$ cat config.mk
export PLATFORM = sky130hd
export DESIGN_NAME = ssc_ctrl_regs
export DESIGN_NICKNAME = d
export VERILOG_FILES = /design/src/ssc_pkg.sv /design/src/ssc_ctrl_regs.sv
export SDC_FILE = /design/constraint.sdc
export NUM_CORES = 1
export LEC_CHECK = 0
export BUFFER_PORTS_ARGS = -buffer_cell sky130_fd_sc_hd__buf_2
export CORE_UTILIZATION = 50
export CTS_BUF_LIST = sky130_fd_sc_hd__clkbuf_16
export DETAILED_ROUTE_END_ITERATION = 16
export HOLD_SLACK_MARGIN = 0.05
export PLACE_DENSITY = 0.76
export RECOVER_POWER = 50
export SYNTH_ARGS = -nofsm -noshare
export SYNTH_HDL_FRONTEND = slang
export SYNTH_SLANG_ARGS = --single-unit
$ cat constraint.sdc
create_clock -name ref_clk -period 7.2 [get_ports ref_clk]
set_input_delay 0.36 -clock ref_clk [delete_from_list [all_inputs] [get_ports ref_clk]]
set_output_delay 0.36 -clock ref_clk [all_outputs]
set_load 0.05 [all_outputs]
$ cat src/ssc_pkg.sv
// Package for the serial system control register bank: bit positions, resets, types.
package ssc_pkg;
  // Port addresses on the port-select lines
  localparam logic [2:0] PORT_CTRL_LO = 3'h0; // Lower control half
  localparam logic [2:0] PORT_ONE = 3'h1; // Port 1: upper half or serial/companding
  // Lower half bit positions
  localparam int FLAG_LSB = 0; // Interrupt flags 3..0
  localparam int EN_LSB = 4; // Interrupt enables 7..4
  localparam int NUM_IRQ = 4; // Sources: ext, rx frame, tx frame, internal frame
  localparam int BIT_ROUTE = 8; // Port-1 routing
  localparam int BIT_EXTFRM = 9; // External framing select
  localparam int BIT_FLAG = 10; // User output flag latch
  localparam int BIT_SPEN = 11; // Serial port enable
  localparam int BIT_ENC = 12; // Encoder enable
  localparam int BIT_DEC = 13; // Decoder enable
  localparam int BIT_LAW = 14; // 0 mu-255, 1 A-law
  localparam int BIT_SCLKIN = 15; // Serial clock direction
  // Upper half bit positions (relative to bit 16)
  localparam int MOD_LSB = 0; // Frame modulus 23..16
  localparam int PRE_LSB = 8; // Prescale 27..24
  localparam int BIT_WIDE = 12; // Frame pulse width, bit 28
  localparam int BIT_TWOS = 13; // Two's-complement companding, bit 29
  localparam int BIT_COPW = 14; // Coprocessor width, bit 30
  localparam int BIT_RSVD = 15; // Reserved, bit 31
  // Reset values
  localparam logic [15:0] LO_RESET = 16'h8000; // Serial clock input set, port enable clear
  localparam logic [15:0] HI_RESET = 16'h0000; // Format bit clear
  localparam logic [15:0] LO_W1C = 16'h000f; // Flag bits are write-one-to-clear
  localparam logic [15:0] HI_WMASK = 16'h7fff; // Reserved bit kept at zero
  localparam logic [7:0] FRM_LONG = 8'h08; // Long frame pulse length in serial clocks
  localparam logic [8:0] MOD_OFFSET = 9'h002; // Frame period is modulus plus two

  // Decoded configuration handed to serial and companding logic
  typedef struct packed {
    logic extFraming;
    logic serialEnable;
    logic encEnable;
    logic decEnable;
    logic aLaw;
    logic sclkIsInput;
    logic [7:0] frameModulus;
    logic [3:0] prescale;
    logic widePulse;
    logic twosComp;
    logic copWide;
    logic port1Route;
  } ssc_cfg_t;

  // Whole module state
  typedef struct packed {
    logic [15:0] lo;
    logic [15:0] hi;
    logic weDly;
    logic [3:0] preCnt;
    logic sclkOut;
    logic sclkInDly;
    logic [8:0] frmCnt;
    logic [7:0] pulseCnt;
    logic framePulse;
    logic [15:0] rdData;
  } ssc_state_t;
endpackage

$ cat src/ssc_ctrl_regs.sv
// Serial system control register bank with peripheral-mode port strobes.
`timescale 1ns/1ps
// Functional notes
// - Four flags bits 3..0, enables 7..4
// - Flag always sets; enable gates interrupt
// - Route bit steers port 1 access
// - Framing bit picks internal or external pulses
// - Output flag pin follows latch bit
// - Serial enable gates shifter; reset clears
// - Encoder enable bit drives compression
// - Decoder enable bit drives expansion
// - Law bit: mu-255 or A-law
// - Serial clock direction; reset sets input
// - Frame rate is clock over modulus+2
// - Prescale field divides system clock
// - Width bit: one or eight clocks
// - Format bit: sign-magnitude or two's; reset clears
// - Width bit: byte or word coprocessor port
// - Peripheral mode: only these blocks run
// - Master interrupt drives branch-test pin in peripheral mode
// - Sync clock line is input in peripheral mode
// - Write strobe latches, read strobe drives
// - Bus driven only for ports 0,1
// - Write one clears flag; flags readable
// - Lower via port 0, upper via port 1
module ssc_ctrl_regs
  import ssc_pkg::*;
(
  input wire logic ref_clk, // System clock, 100 MHz
  input wire logic sys_rst, // Synchronous reset, active high
  input wire logic mode_select_pin, // Low selects peripheral mode
  input wire logic write_strobe_n, // Host write strobe, latch on rising edge
  input wire logic read_strobe_n, // Host read strobe
  input wire logic [2:0] port_select_lines, // Host port address
  input wire logic [15:0] dataIn, // Data bus input
  output logic [15:0] dataOut, // Data bus output
  output logic dataOe, // Data bus drive enable
  input wire logic external_interrupt_input, // Event pulses from synchronizer
  input wire logic rx_frame_sync,
  input wire logic tx_frame_sync,
  input wire logic sync_clock_line_in, // Sync clock from host in peripheral mode
  output logic sync_clock_line_out, // Sync clock driven in normal mode
  output logic sync_clock_line_oe,
  input wire logic serial_clock_in, // External serial clock level
  output logic serial_clock_out, // Divided serial clock
  output logic serial_clock_oe,
  output logic internal_frame_pulse, // Internal frame pulse
  output logic user_output_flag, // Output flag pin
  output logic branch_test_pin_out, // Master interrupt to host
  output logic branch_test_pin_oe,
  output logic irqOut, // Master interrupt
  output logic activeEn, // Low in peripheral mode: idle other logic
  output logic port1Write, // Port-1 write to serial/companding
  output logic port1Read, // Port-1 read from serial/companding
  input wire logic [15:0] port1RdData, // Serial/companding read data
  output logic txFrameSel, // Frame source for transmit
  output logic rxFrameSel, // Frame source for receive
  output ssc_cfg_t cfg // Decoded configuration
);
  ////////////////////////////////////////////////////////////////////////////
  // Limitations and intent
  // The host strobes are taken as synchronous to the system clock, so a write
  // is seen one cycle after the strobe returns high; no extra synchroniser.
  // Event inputs are level events: a source held high sets its flag every
  // cycle, so a write-one clear only sticks once the source has dropped.
  // The prescaler and frame counter run all the time; the framing source and
  // the serial enable only steer where the pulses go, which keeps the frame
  // phase steady while software reconfigures the port.
  // A frame modulus below eight or all ones is not refused here: software
  // must avoid it, the counter simply follows whatever value is loaded.
  // Bit 31 is forced to zero on every upper write rather than trusted.
  ssc_state_t st_r; // Registered state
  ssc_state_t st_nxt; // Next state
  logic periph; // Peripheral mode
  logic weRise; // Rising edge of write strobe
  logic rdActive; // Read strobe low
  logic [NUM_IRQ-1:0] evt; // Interrupt event inputs
  logic sclkTick; // One serial clock edge
  logic sclkInRise; // Rising edge of the external serial clock
  logic [8:0] framePeriod; // Frame length in serial clocks

  ////////////////////////////////////////////////////////////////////////////
  // Combinational decode
  assign periph = ~mode_select_pin;
  assign activeEn = ~periph;
  assign weRise = write_strobe_n & ~st_r.weDly;
  assign rdActive = ~read_strobe_n;
  assign evt = {st_r.framePulse, tx_frame_sync, rx_frame_sync, external_interrupt_input};
  assign sclkInRise = serial_clock_in & ~st_r.sclkInDly;
  assign framePeriod = {1'b0, st_r.hi[MOD_LSB +: 8]} + MOD_OFFSET;

  // Serial clock edge: divided system clock or external rising edge
  always_comb begin
    if (st_r.lo[BIT_SCLKIN]) begin
      sclkTick = sclkInRise;
    end else begin
      sclkTick = (st_r.preCnt == st_r.hi[PRE_LSB +: 4]) & st_r.sclkOut;
    end
  end

  ////////////////////////////////////////////////////////////////////////////
  // Next-state logic
  always_comb begin
    st_nxt = st_r;
    st_nxt.weDly = write_strobe_n;
    st_nxt.sclkInDly = serial_clock_in;
    // Flags: the set wins over a write-one clear in the same cycle
    if (weRise && port_select_lines == PORT_CTRL_LO) begin
      st_nxt.lo = (dataIn & ~LO_W1C) | (st_r.lo & LO_W1C & ~dataIn);
    end
    if (weRise && port_select_lines == PORT_ONE && st_r.lo[BIT_ROUTE]) begin
      st_nxt.hi = dataIn & HI_WMASK;
    end
    st_nxt.lo[FLAG_LSB +: NUM_IRQ] = st_nxt.lo[FLAG_LSB +: NUM_IRQ] | evt;
    // Prescaler: toggles serial clock output when count hits the field
    if (st_r.preCnt == st_r.hi[PRE_LSB +: 4]) begin
      st_nxt.preCnt = 4'h0;
      st_nxt.sclkOut = ~st_r.sclkOut;
    end else begin
      st_nxt.preCnt = st_r.preCnt + 4'h1;
    end
    // Frame counter runs on serial clock in either direction
    // The pulse is set at the last count so that it leads the first bit
    // by one serial clock; a wide pulse then holds for eight ticks
    if (sclkTick) begin
      if (st_r.frmCnt >= framePeriod - 9'h001) begin
        st_nxt.frmCnt = 9'h000;
        st_nxt.framePulse = 1'b1;
        st_nxt.pulseCnt = st_r.hi[BIT_WIDE] ? FRM_LONG - 8'h01 : 8'h00;
      end else begin
        st_nxt.frmCnt = st_r.frmCnt + 9'h001;
        if (st_r.pulseCnt != 8'h00) begin
          st_nxt.pulseCnt = st_r.pulseCnt - 8'h01;
        end else begin
          st_nxt.framePulse = 1'b0;
        end
      end
    end
    // Read data captured for a registered bus output
    // Captured every cycle so the bus shows the port one cycle after the
    // address settles; this trades a cycle of latency for a clean output
    case (port_select_lines)
      PORT_CTRL_LO: st_nxt.rdData = st_r.lo;
      PORT_ONE: st_nxt.rdData = st_r.lo[BIT_ROUTE] ? st_r.hi : port1RdData;
      default: st_nxt.rdData = 16'h0000;
    endcase
  end

  // State register; reset loads documented values
  always_ff @(posedge ref_clk) begin
    if (sys_rst) begin
      st_r <= '{lo: LO_RESET, hi: HI_RESET, weDly: 1'b1, sclkInDly: 1'b0,
                rdData: 16'h0000, frmCnt: 9'h000, pulseCnt: 8'h00, default: 1'b0};
    end else begin
      st_r <= st_nxt;
    end
  end

  ////////////////////////////////////////////////////////////////////////////
  // Outputs
  assign irqOut = |(st_r.lo[FLAG_LSB +: NUM_IRQ] & st_r.lo[EN_LSB +: NUM_IRQ]);
  assign branch_test_pin_out = irqOut;
  assign branch_test_pin_oe = periph;
  assign sync_clock_line_out = st_r.sclkOut;
  assign sync_clock_line_oe = ~periph;
  assign serial_clock_out = st_r.sclkOut;
  assign serial_clock_oe = ~st_r.lo[BIT_SCLKIN];
  assign internal_frame_pulse = st_r.framePulse;
  assign user_output_flag = st_r.lo[BIT_FLAG];
  // Bus driven only while a port 0 or 1 read is under way
  assign dataOe = rdActive && (port_select_lines == PORT_CTRL_LO || port_select_lines == PORT_ONE);
  assign dataOut = st_r.rdData;
  // Port-1 data path to serial/companding when not routed to upper half
  assign port1Write = weRise && port_select_lines == PORT_ONE && !st_r.lo[BIT_ROUTE];
  assign port1Read = rdActive && port_select_lines == PORT_ONE && !st_r.lo[BIT_ROUTE];
  assign txFrameSel = st_r.lo[BIT_EXTFRM] ? tx_frame_sync : st_r.framePulse;
  assign rxFrameSel = st_r.lo[BIT_EXTFRM] ? rx_frame_sync : st_r.framePulse;
  assign cfg.extFraming = st_r.lo[BIT_EXTFRM];
  assign cfg.serialEnable = st_r.lo[BIT_SPEN];
  assign cfg.encEnable = st_r.lo[BIT_ENC];
  assign cfg.decEnable = st_r.lo[BIT_DEC];
  assign cfg.aLaw = st_r.lo[BIT_LAW];
  assign cfg.sclkIsInput = st_r.lo[BIT_SCLKIN];
  assign cfg.frameModulus = st_r.hi[MOD_LSB +: 8];
  assign cfg.prescale = st_r.hi[PRE_LSB +: 4];
  assign cfg.widePulse = st_r.hi[BIT_WIDE];
  assign cfg.twosComp = st_r.hi[BIT_TWOS];
  assign cfg.copWide = st_r.hi[BIT_COPW];
  assign cfg.port1Route = st_r.lo[BIT_ROUTE];
endmodule

---- Yosys cells after proc, flatten, opt, wreduce, memory -nomap -nowiden ----
Cells that the tools add are included.
word-level totals
  register bits ........................... 72
  bits in latches ......................... 0
  memory bits (writable) .................. 0
  memory bits (read-only) ................. 0
  input bits .............................. 45
  output and inout bits ................... 53
  word-level logic and storage cells ...... 60
  memories ................................ 0
operators by class
  add/sub/neg operators ................... 5
  $mul .................................... 0
  div/mod/pow operators ................... 0
  order comparisons ....................... 1
  eq/ne operators ......................... 3
  shifts and indexed selects .............. 0
  multiplexer cells ....................... 10
  bitwise operators ....................... 14
  reduce and logical (&&, ||, !) cells .... 16
operators with widths
  operator             number
  $pmux 16 s2          1
  $mux 18              1
  $and 4x16->16        1
  $mux 16              1
  $not 16->16          1
  $or 16x16->16        1
  $add 8x2->9 const B  1
  $add 9x1->9 const B  1
  $ge 9x9->1           1
  $sub 9x1->9 const B  1
  $mux 8               1
  $reduce_bool 8->1    1
  $sub 8x1->8 const B  1
  $logic_and 1x1->1    7
  $not 1->1            6
  $add 4x1->4 const B  1
  $and 4x4->4          1
  $eq 4x4->1           1
  $mux 1               4
  $mux 4               1
  $or 4x4->4           1
  $reduce_and 2->1     2
  $reduce_or 4->1      1
  $and 1x1->1          3
  other kinds (8)      8

---- Depth between registers and ports, before layout ----
Gate-level depths: netlist (run 1).
  depth after elaboration ................. 5
  depth in mapped cells ................... 11
  gate-level depth less buffers ........... 10

---- Worst setup path before layout (run 1) ----
No wires, ideal clock.
  path kind ............................... register -> register
  start point ............................. register st_r (netlist bit cfg[8])
  end point ............................... register st_r[22] (netlist name)
  setup time .............................. 0.066 ns
  data arrival time ....................... 2.403 ns
  data required time ...................... 7.134 ns
  slack ................................... 4.731 ns
  cell stages (with the launch flop) ...... 12
  path buffers ............................ 1
  period minus slack after synthesis ...... 2.469 ns
  cells stage by stage .................... dfxtp_1 -> and3_1 -> nand3_1 -> or2_2 -> xor2_1 -> ha_1 -> o21ai_0 -> o21bai_1 -> or2_2 -> a21o_2 -> buf_2 -> a21oi_2
on the way
  cells in the longest elaborated chain, start to end .. 5
  elaborated cells on any way between the ends .. 6
  classes of those cells .................. add/sub (2); order compare (1); mux (1); reduce/logical (2)
RTL lines
  item                         line                  RTL
  from (decl)                  ssc_ctrl_regs.sv:72   ssc_state_t st_r;
  from (signal assigned)       ssc_ctrl_regs.sv:152  st_r <= '{lo: LO_RESET, hi: HI_RESET, weDly: 1'b1, sclkInDly: 1'b0,
  from (signal assigned)       ssc_ctrl_regs.sv:155  st_r <= st_nxt;
  $add 8x2->9 (*)              ssc_ctrl_regs.sv:90   assign framePeriod = {1'b0, st_r.hi[MOD_LSB +: 8]} + MOD_OFFSET;
  $sub 9x1->9 (*)              ssc_ctrl_regs.sv:126  if (st_r.frmCnt >= framePeriod - 9'h001) begin
  $ge 9x9->1 (*)               ssc_ctrl_regs.sv:126
  $reduce_bool 2->1 (no line)  n/a
  $reduce_and 2->1 (no line)   n/a
Every way passes the cells marked *; elsewhere a longest branch is shown, timed or not.
A chain may end at the register's enable or synchronous reset.

---- Final worst setup path (run 1) ----
  start point ............................. register st_r (netlist bit cfg[8])
  end point ............................... register st_r[19] (netlist name)
Same word-level chain as after synthesis.

==> impl_results.md, run 1 <==
- Row count: 31
- Tmin final: 2970 ps
- Netlist cell types: 47
- Worst setup EP type: flip-flop
- Starting Density: 0.514
- Post-CTS Setup Bufs: 0
- Hold buffers post-CTS: 0
- Setup CP Type: flip-flop to flip-flop
- Vias per cell: 5.18
- Util after Layout: 0.574
- Synth Register Bits: 72
- CTS tree: yes
- Core Area: 7210 sq um
- Multi-input gate area: 1830 sq um
- Layout cells sized above 1: 0.157
- First-pass GRT wire length: 12100 um
- DRC viols: 0
- Finish-stage setup viols: 0
- Clk buf depth: 2
- Syn-to-layout area delta: 11.8%
- Buffers on Ports: 96
- Clk Latency, worst-skew pair: 330 ps
- PnR worst setup slack: 4230 ps
- Antenna violation net count after detailed routing: 0
- Wire per inst: 13.5 um
- Starting DRT DRC Count: 96
- Worst Clk Skew: 6.25 ps
- Hold Path Class: primary input to flip-flop
- CP arrival: 3190 ps
- CTS-repair resized insts: 0
- Via count: 3027
- Clk root buf: clkbuf_16
- TritonCTS Buffers: 9
- Setup TNS: 0 ps
- CTS clock-pin slew for the worst setup and hold paths: 60 ps
- I/O pin count: 98
- VDD IR max: 0.163 mV
- Max Cap Viol: 1
- Post-synth EDFFs: 0
- Die area: 7760 sq um
- Synth warnings: 0
- Vias in the first global route: 2601
- Initial antenna violation count: 0
- Worst R2R Path Depth: 10
- Largest net degree at the start of global routing: 50
- Synthesized area: 3700 sq um
- Crit path required time: 7420 ps
- Async set or reset register ratio after synthesis: 0
- Gr ovfl total: 0
- Worst slew pin tran: 2010 ps
- GPL Wtd Cong: 0.842
- GRT Util Overall: 0.204
- Slew Limit Fails: 50
- Cells after synthesis: 432
- Final WL: 7890 um
- Layout net count: 539
- Register Area: 1440 sq um
- Total clock sinks: 72
- Count of final hold-check violations: 0
- CP Launch Type: flip-flop
- Max_slew headroom: -0.339
- Status: finished, violations left
- Place WS: 4310 ps
- Post-DP HPWL: 5710 um
- RSZ-0062 raised after global routing: no
- Register area share after synthesis: 0.389
- N_diodes: 0
- DR pass1 iterations: 4
- H-tree depth: 3
- Post-synthesis average cell area: 8.58 sq um
- Filler cells: 685
- Cell area power density: 265 nW/um^2
- Critical path fanouts, max: 7
- Failing checks: capacitance limit, slew limit
- Period utilization: 0.412
- Leakage power total: 1.73 nW
- Predominant post-synthesis flop cell: dfxtp_1
- Die Wd: 88.1 um
- Die height: 88.1 um
- Max Fclk: 337 MHz
- Hold Path Stages: 2
- Syn nets: 491
[critical path, stage by stage, from the launching register on]
cell and delay (ps):
dfxtp_1 460, ha_1 230, nand3_1 130, nor2_1 210
xnor2_1 160, ha_1 270, a211oi_1 210, o21bai_1 210
nor3_1 560, a21boi_0 180, o32ai_1 250
[placed cells by master (no fill, tap or decap), drive strengths merged, types with 2 or more instances in the layout]
| master | synthesis | routed |
|---|---|---|
| a211o | 2 | 2 |
| a211oi | 15 | 15 |
| a21oi | 25 | 25 |
| a22oi | 3 | 3 |
| a31oi | 2 | 2 |
| and3 | 3 | 3 |
| buf | 47 | 51 |
| clkbuf | 14 | 56 |
| clkinv | 0 | 4 |
| dfxtp | 72 | 72 |
| ha | 14 | 14 |
| inv | 10 | 12 |
| mux2i | 30 | 30 |
| nand2 | 45 | 45 |
| nand2b | 8 | 8 |
| nand3 | 12 | 12 |
| nand4 | 4 | 4 |
| nor2 | 57 | 57 |
| nor2b | 5 | 5 |
| nor3 | 11 | 11 |
| nor4 | 3 | 3 |
| o21ai | 6 | 6 |
| o21bai | 2 | 2 |
| or2 | 4 | 4 |
| or3 | 4 | 4 |
| xnor2 | 8 | 8 |
| xor2 | 13 | 13 |
[where the power goes]
group / internal, mW / total, mW / leakage (nW) / switching, mW
Sequential: 0.423 / 0.445 / 0.584 / 0.0216
Combinational: 0.0937 / 0.252 / 1.01 / 0.159
Clock: 0.233 / 0.401 / 0.137 / 0.168
Total: 0.749 / 1.10 / 1.73 / 0.348
[metrics by stage]
stage	power [mW]	area (sq um)	std cells	hold slack, ps
after global routing	1.16	4140	584	234
after detailed placement	0.704	3930	568	463
after floorplan	0.649	3700	432	440
after CTS	1.10	4200	584	232
after global placement	0.699	3930	568	454
final	1.10	4140	584	238
[logic make-up after synthesis]
group,synth area share
DFF,0.389
and+or+nand+nor,0.202
adders and majority gates,0.0473
muxes,0.0811
xor gates and xnor gates,0.0496
buffers and inverters,0.117
AOI/OAI and AO/OA,0.113
[flip-flops by register name (all words and copies together), names as in the netlist]
register              flops
cfg                      22
serial_clock_out          1
st_r                     31
dataOut                  16
internal_frame_pulse      1
user_output_flag          1
[final cells by class]
type                    instances  share of cell area
clock buffers                   9              0.0544
clock inverters                 7              0.0115
inverters                      10             0.00906
multi-input cells             289               0.442
flip-flops and latches         72               0.348
well taps                      99              0.0299
repair buffers                 98               0.105
[cell usage after synthesis, drive strengths merged (3+ instances only)]
cell type,instances,area [sq um]
xnor2,8,70.1
nand2,45,169
inv,10,37.5
buf,47,344
nor4,3,40.0
nand2b,8,50.1
a211oi,15,113
and3,3,18.8
nand3,12,65.1
nor2b,5,31.3
mux2i,30,300
dfxtp,72,1440
nor2,57,214
a21oi,25,129
nor3,11,55.1
or2,4,25.0
ha,14,175
xor2,13,114
or3,4,25.0
a22oi,3,27.5
o21ai,6,30.0
nand4,4,25.0
clkbuf,14,52.6
[worst paths after layout]
path	from	end	slack, ps
max	cfg[8]	st_r[19]	4230
min	dataIn[15]	cfg[16]	240
max reg2reg	cfg[8]	st_r[19]	4230
min reg2reg	st_r[36]	st_r[36]	470
[routing by layer]
metal	vias up	share of wire	GRT usage	wire length, um
li1	1524	-	-	-
met1	1413	0.46	0.263	3670
met2	80	0.48	0.338	3760
met3	10	0.044	0.0339	350
met4	0	0.014	0.0880	113
met5	-	0	0	0
Note: power is estimated with default switching activity, not from simulation.
==> inputs of run 2 (changes only) <==
CORE_UTILIZATION = 48   (was 50)
PLACE_DENSITY = 0.77   (was 0.76)
clock period = 2.5 ns   (was 7.2 ns; I/O delays follow)
==> impl_results.md, run 2 (synthesized netlist as in run 1, its figures left out) <==
- Status: finished, violations left
- Failing checks: setup timing
- Period utilization: 1.00
- RSZ-0062 raised after global routing: yes
- Worst Clk Skew: 4.95 ps
- Gr ovfl total: 0
- First-pass GRT wire length: 14600 um
- Tmin final: 2500 ps
- Slew Limit Fails: 0
- FF-to-FF setup slack: -2 ps
- I/O pin count: 98
- Worst slew pin tran: 790 ps
- GRT Util Overall: 0.226
- Layout cells sized above 1: 0.305
- Starting DRT DRC Count: 140
- Max Cap Viol: 0
- CP arrival: 2760 ps
- Die height: 89.9 um
- Die Wd: 89.9 um
- Worst R2R Path Depth: 10
- Reg-to-Reg End: st_r[18]
- Core Area: 7370 sq um
- Final WL: 9030 um
- Cell area power density: 750 nW/um^2
- Crit path required time: 2760 ps
- Critical path origin: cfg[8]
- Cell area after layout: 4680 sq um
- Starting Density: 0.503
- Clk buf depth: 2
- Via count: 3206
- Commonest non-fill, non-tap cell in the layout: buf_2
- Total clock sinks: 72
- Setup CP Type: flip-flop to flip-flop
- Row count: 31
- PnR worst setup slack: -2.24 ps
- Wire per inst: 14.7 um
- Initial antenna violation count: 0
- N_diodes: 0
- Leakage power total: 2.10 nW
- Vias per cell: 5.23
- Util after Layout: 0.635
- Most frequent cells in the layout: buf_2, dfxtp_1, nor2_1
- Post-DP HPWL: 6090 um
- DRC viols: 0
- Clk Latency, worst-skew pair: 330 ps
- Setup crit end: st_r[18]
- Worst hold slack: 53.2 ps
- CP Launch Type: flip-flop
- GPL Wtd Cong: 0.872
- Reg with most FFs: st_r
- Hold Path Class: primary input to flip-flop
- Count of final hold-check violations: 0
- Area post-placement: 4020 sq um
- Critical path fanouts, max: 6
- Max Fclk: 400 MHz
- Clk root buf: clkbuf_16
- Largest net degree at the start of global routing: 38
- DR pass1 iterations: 4
- Die area: 8070 sq um
- Finish-stage setup viols: 1
- Antenna violation net count after detailed routing: 0
- H-tree depth: 3
- CTS tree: yes
- Worst setup EP type: flip-flop
- FF-to-FF Start: cfg[8]
- Max reg flops: 31
- Syn-to-layout area delta: 26.3%
- Max_slew headroom: 0.473
- VDD IR max: 0.485 mV
- Layout net count: 568
- Buffers on Ports: 96
- TritonCTS Buffers: 9
- CTS clock-pin slew for the worst setup and hold paths: 60 ps
- Vias in the first global route: 3080
[run 2: cell types whose count changed in the layout (fill, tap and decap cells not counted), sizes merged]
cell and change:
inv -1, buf +60, clkinvlp +1, bufinv +2
dlygate4sd3 +13, clkinv -2, clkbuf -44
[run 2: worst max-delay path, stage by stage, from the launching register on]
cell and delay (ps):
dfxtp_4 360, ha_4 170, buf_4 130, xnor2_1 160
ha_1 260, o211a_1 230, o31ai_2 90, a31oi_4 210
or3_1 350, a211o_1 310, a21oi_1 150
[run 2: what timing repair did]
item / CTS / global route
endpoints found under the hold margin: 15 / 0
buffers inserted: 1 / 4
gates resized for setup: 11 / 28
hold buffers: 13 / 0
pin swaps: 6 / 13
setup endpoints to repair: 16 / 17
[run 2: area by class of cell]
type	count	area, sq um
fill	600	2690
multi-input combinational	289	2000
sequential	72	1450
timing repair buffer	127	746
clock buffer	9	225
tap	99	124
clock inverter	7	93.8
inverter	10	37.5
[run 2: per-layer routing]
| metal | global-route usage | up-vias | wire length (um) |
|---|---|---|---|
| li1 | - | 1588 | - |
| met1 | 0.279 | 1497 | 3930 |
| met2 | 0.383 | 105 | 4350 |
| met3 | 0.0423 | 16 | 542 |
| met4 | 0.103 | 0 | 210 |
| met5 | 0 | - | 0 |
[run 2: per-stage QoR]
stage | power [mW] | cells | setup slack, ps | TNS (ps)
floorplan | 1.87 | 432 | 31.1 | 0
global placement | 2.02 | 579 | -76.0 | -144
detailed placement | 2.03 | 579 | -165 | -815
CTS | 3.44 | 609 | 15.8 | 0
global route | 3.68 | 613 | -68.2 | -113
finish | 3.51 | 613 | -2.24 | -2.24
[run 2: worst min-delay path by stage]
stage                    from  cells past startpoint        to
2_1_floorplan  write_strobe_n                      1  st_r[40]
3_3_place_gp       dataIn[15]                      2   cfg[16]
3_5_place_dp       dataIn[15]                      2   cfg[16]
4_1_cts             dataIn[8]                      3    cfg[4]
5_1_grt            dataIn[12]                      3   cfg[19]
6_report           dataIn[12]                      3   cfg[19]
[run 2: report_power, final]
part | leakage, nW | switching (mW) | internal, mW | total (mW)
clock network | 0.152 | 0.493 | 0.872 | 1.37
logic | 1.36 | 0.530 | 0.330 | 0.860
registers | 0.587 | 0.0686 | 1.22 | 1.28
total | 2.10 | 1.09 | 2.42 | 3.51
==> inputs of run 3 (changes only) <==
CORE_UTILIZATION = 50   (was 48)
PLACE_DENSITY = 0.76   (was 0.77)
clock period = 2.9 ns   (was 2.5 ns; I/O delays follow)
==> impl_results.md, run 3 (synthesized netlist as in run 1, its figures left out) <==
- Worst slew pin tran: 852 ps
- Period utilization: 0.932
- Die Wd: 88.1 um
- RSZ-0062 raised after global routing: no
- Max Cap Viol: 0
- Routed length on met1: 3660 um
- Core Area: 7210 sq um
- Gr ovfl total: 0
- Top sig layer: met4
- Tmin final: 2700 ps
- Layout cells sized above 1: 0.169
- Via count: 3070
- Worst setup EP type: flip-flop
- Most frequent cells in the layout: dfxtp_1, nor2_1, buf_2
- CTS tree: yes
- Initial antenna violation count: 0
- Syn-to-layout area delta: 14.4%
- Finish-stage setup viols: 0
- Clk root buf: clkbuf_16
- Worst R2R Path Depth: 10
- Max_slew headroom: 0.432
- I/O pin count: 98
- Clk buf depth: 2
- Cell area after layout: 4240 sq um
- Buffers on Ports: 96
- H-tree depth: 3
- DR pass1 iterations: 4
- First-pass GRT wire length: 12600 um
- Post-CTS Setup Bufs: 0
- Filler cells: 649
- Reg-to-Reg End: st_r[21]
- VDD IR max: 0.394 mV
- Vias in the first global route: 2707
- Leakage power total: 1.77 nW
- Clk Latency, worst-skew pair: 330 ps
- Status: complete, no violations
- WL met3: 539 um
- Critical path fanouts, max: 6
- Max reg flops: 31
- Layout net count: 546
- Max Fclk: 370 MHz
- FF-to-FF setup slack: 200 ps
- Die height: 88.1 um
- Worst Clk Skew: 5.67 ps
- # placed instances: 571
- Final WL: 8280 um
- FF-to-FF Start: cfg[9]
- Starting Density: 0.514
- Final Non-Filler Cells: 591
- CP Launch Type: flip-flop
- Starting DRT DRC Count: 125
- CP arrival: 2960 ps
- Post-DP HPWL: 5980 um
- GRT Util Overall: 0.214
- DRC viols: 0
- Slew Limit Fails: 0
- Total clock sinks: 72
- Hold Path Class: primary input to flip-flop
- Area post-placement: 3950 sq um
- Wire per inst: 14.0 um
- CTS clock-pin slew for the worst setup and hold paths: 60 ps
- GPL Wtd Cong: 0.882
- Met2 wire len: 4000 um
- TritonCTS Buffers: 9
- Commonest non-fill, non-tap cell in the layout: dfxtp_1
- Cell area power density: 676 nW/um^2
- Setup crit end: st_r[21]
- Util after Layout: 0.587
- Largest net degree at the start of global routing: 50
- Antenna violation net count after detailed routing: 0
- Count of final hold-check violations: 0
- Reg with most FFs: st_r
- N_diodes: 0
- Setup CP Type: flip-flop to flip-flop
- Vias per cell: 5.19
- Critical path origin: cfg[9]
- Crit path required time: 3150 ps
- Row count: 31
- Die area: 7760 sq um
- Setup TNS: 0 ps
## run 3: report_power, final
part,internal (mW),switching (mW),leakage [nW]
registers,1.05,0.0575,0.585
clock network,0.665,0.419,0.141
logic,0.260,0.415,1.05
total,1.97,0.891,1.77
## run 3: timing repair
action                                  4_1_cts  5_1_grt
endpoints found under the setup margin        0       14
resized for setup                             0        2
endpoints found under the hold margin         4        0
hold buffers                                  4        0
## run 3: final cells by class
type	instances	area, sq um	area share
Sequential cell	72	1440	0.340
Clock buffer	9	225	0.0531
Timing Repair Buffer	105	500	0.118
Multi-Input combinational cell	289	1840	0.433
Clock inverter	7	72.6	0.0171
Tap cell	99	124	0.0292
Inverter	10	37.5	0.00886
## run 3: metal layers
metal | vias to the layer above | GRT usage
met1 | 1419 | 0.263
met2 | 95 | 0.361
met5 | - | 0
met4 | 0 | 0.0762
li1 | 1548 | -
met3 | 8 | 0.0594
## run 3: critical path, stage by stage (launching register included)
cell and delay (ps):
dfxtp_1 420, and3_1 180, nand3_1 110, or2_2 330
xor2_1 150, ha_1 200, a211oi_1 220, o21bai_1 200
nor3_1 390, nor4b_1 280, o21bai_1 160
## run 3: worst min path at each step
| stage | startpoint | endpoint | cells past startpoint |
|---|---|---|---|
| after floorplan | write_strobe_n | st_r[40] | 1 |
| after global placement | dataIn[15] | cfg[16] | 2 |
| after detailed placement | dataIn[15] | cfg[16] | 2 |
| after CTS | serial_clock_in | st_r[34] | 2 |
| after global routing | dataIn[13] | cfg[18] | 3 |
| final | serial_clock_in | st_r[34] | 2 |
## run 3: through the flow
| stage | total power [mW] | worst slack [ps] | hold WS [ps] |
|---|---|---|---|
| after floorplan | 1.61 | 431 | 252 |
| after global placement | 1.76 | 273 | 353 |
| after detailed placement | 1.79 | 197 | 355 |
| after CTS | 2.87 | 174 | 50.3 |
| after global routing | 3.00 | 6.95 | 55.1 |
| final | 2.87 | 197 | 45.2 |
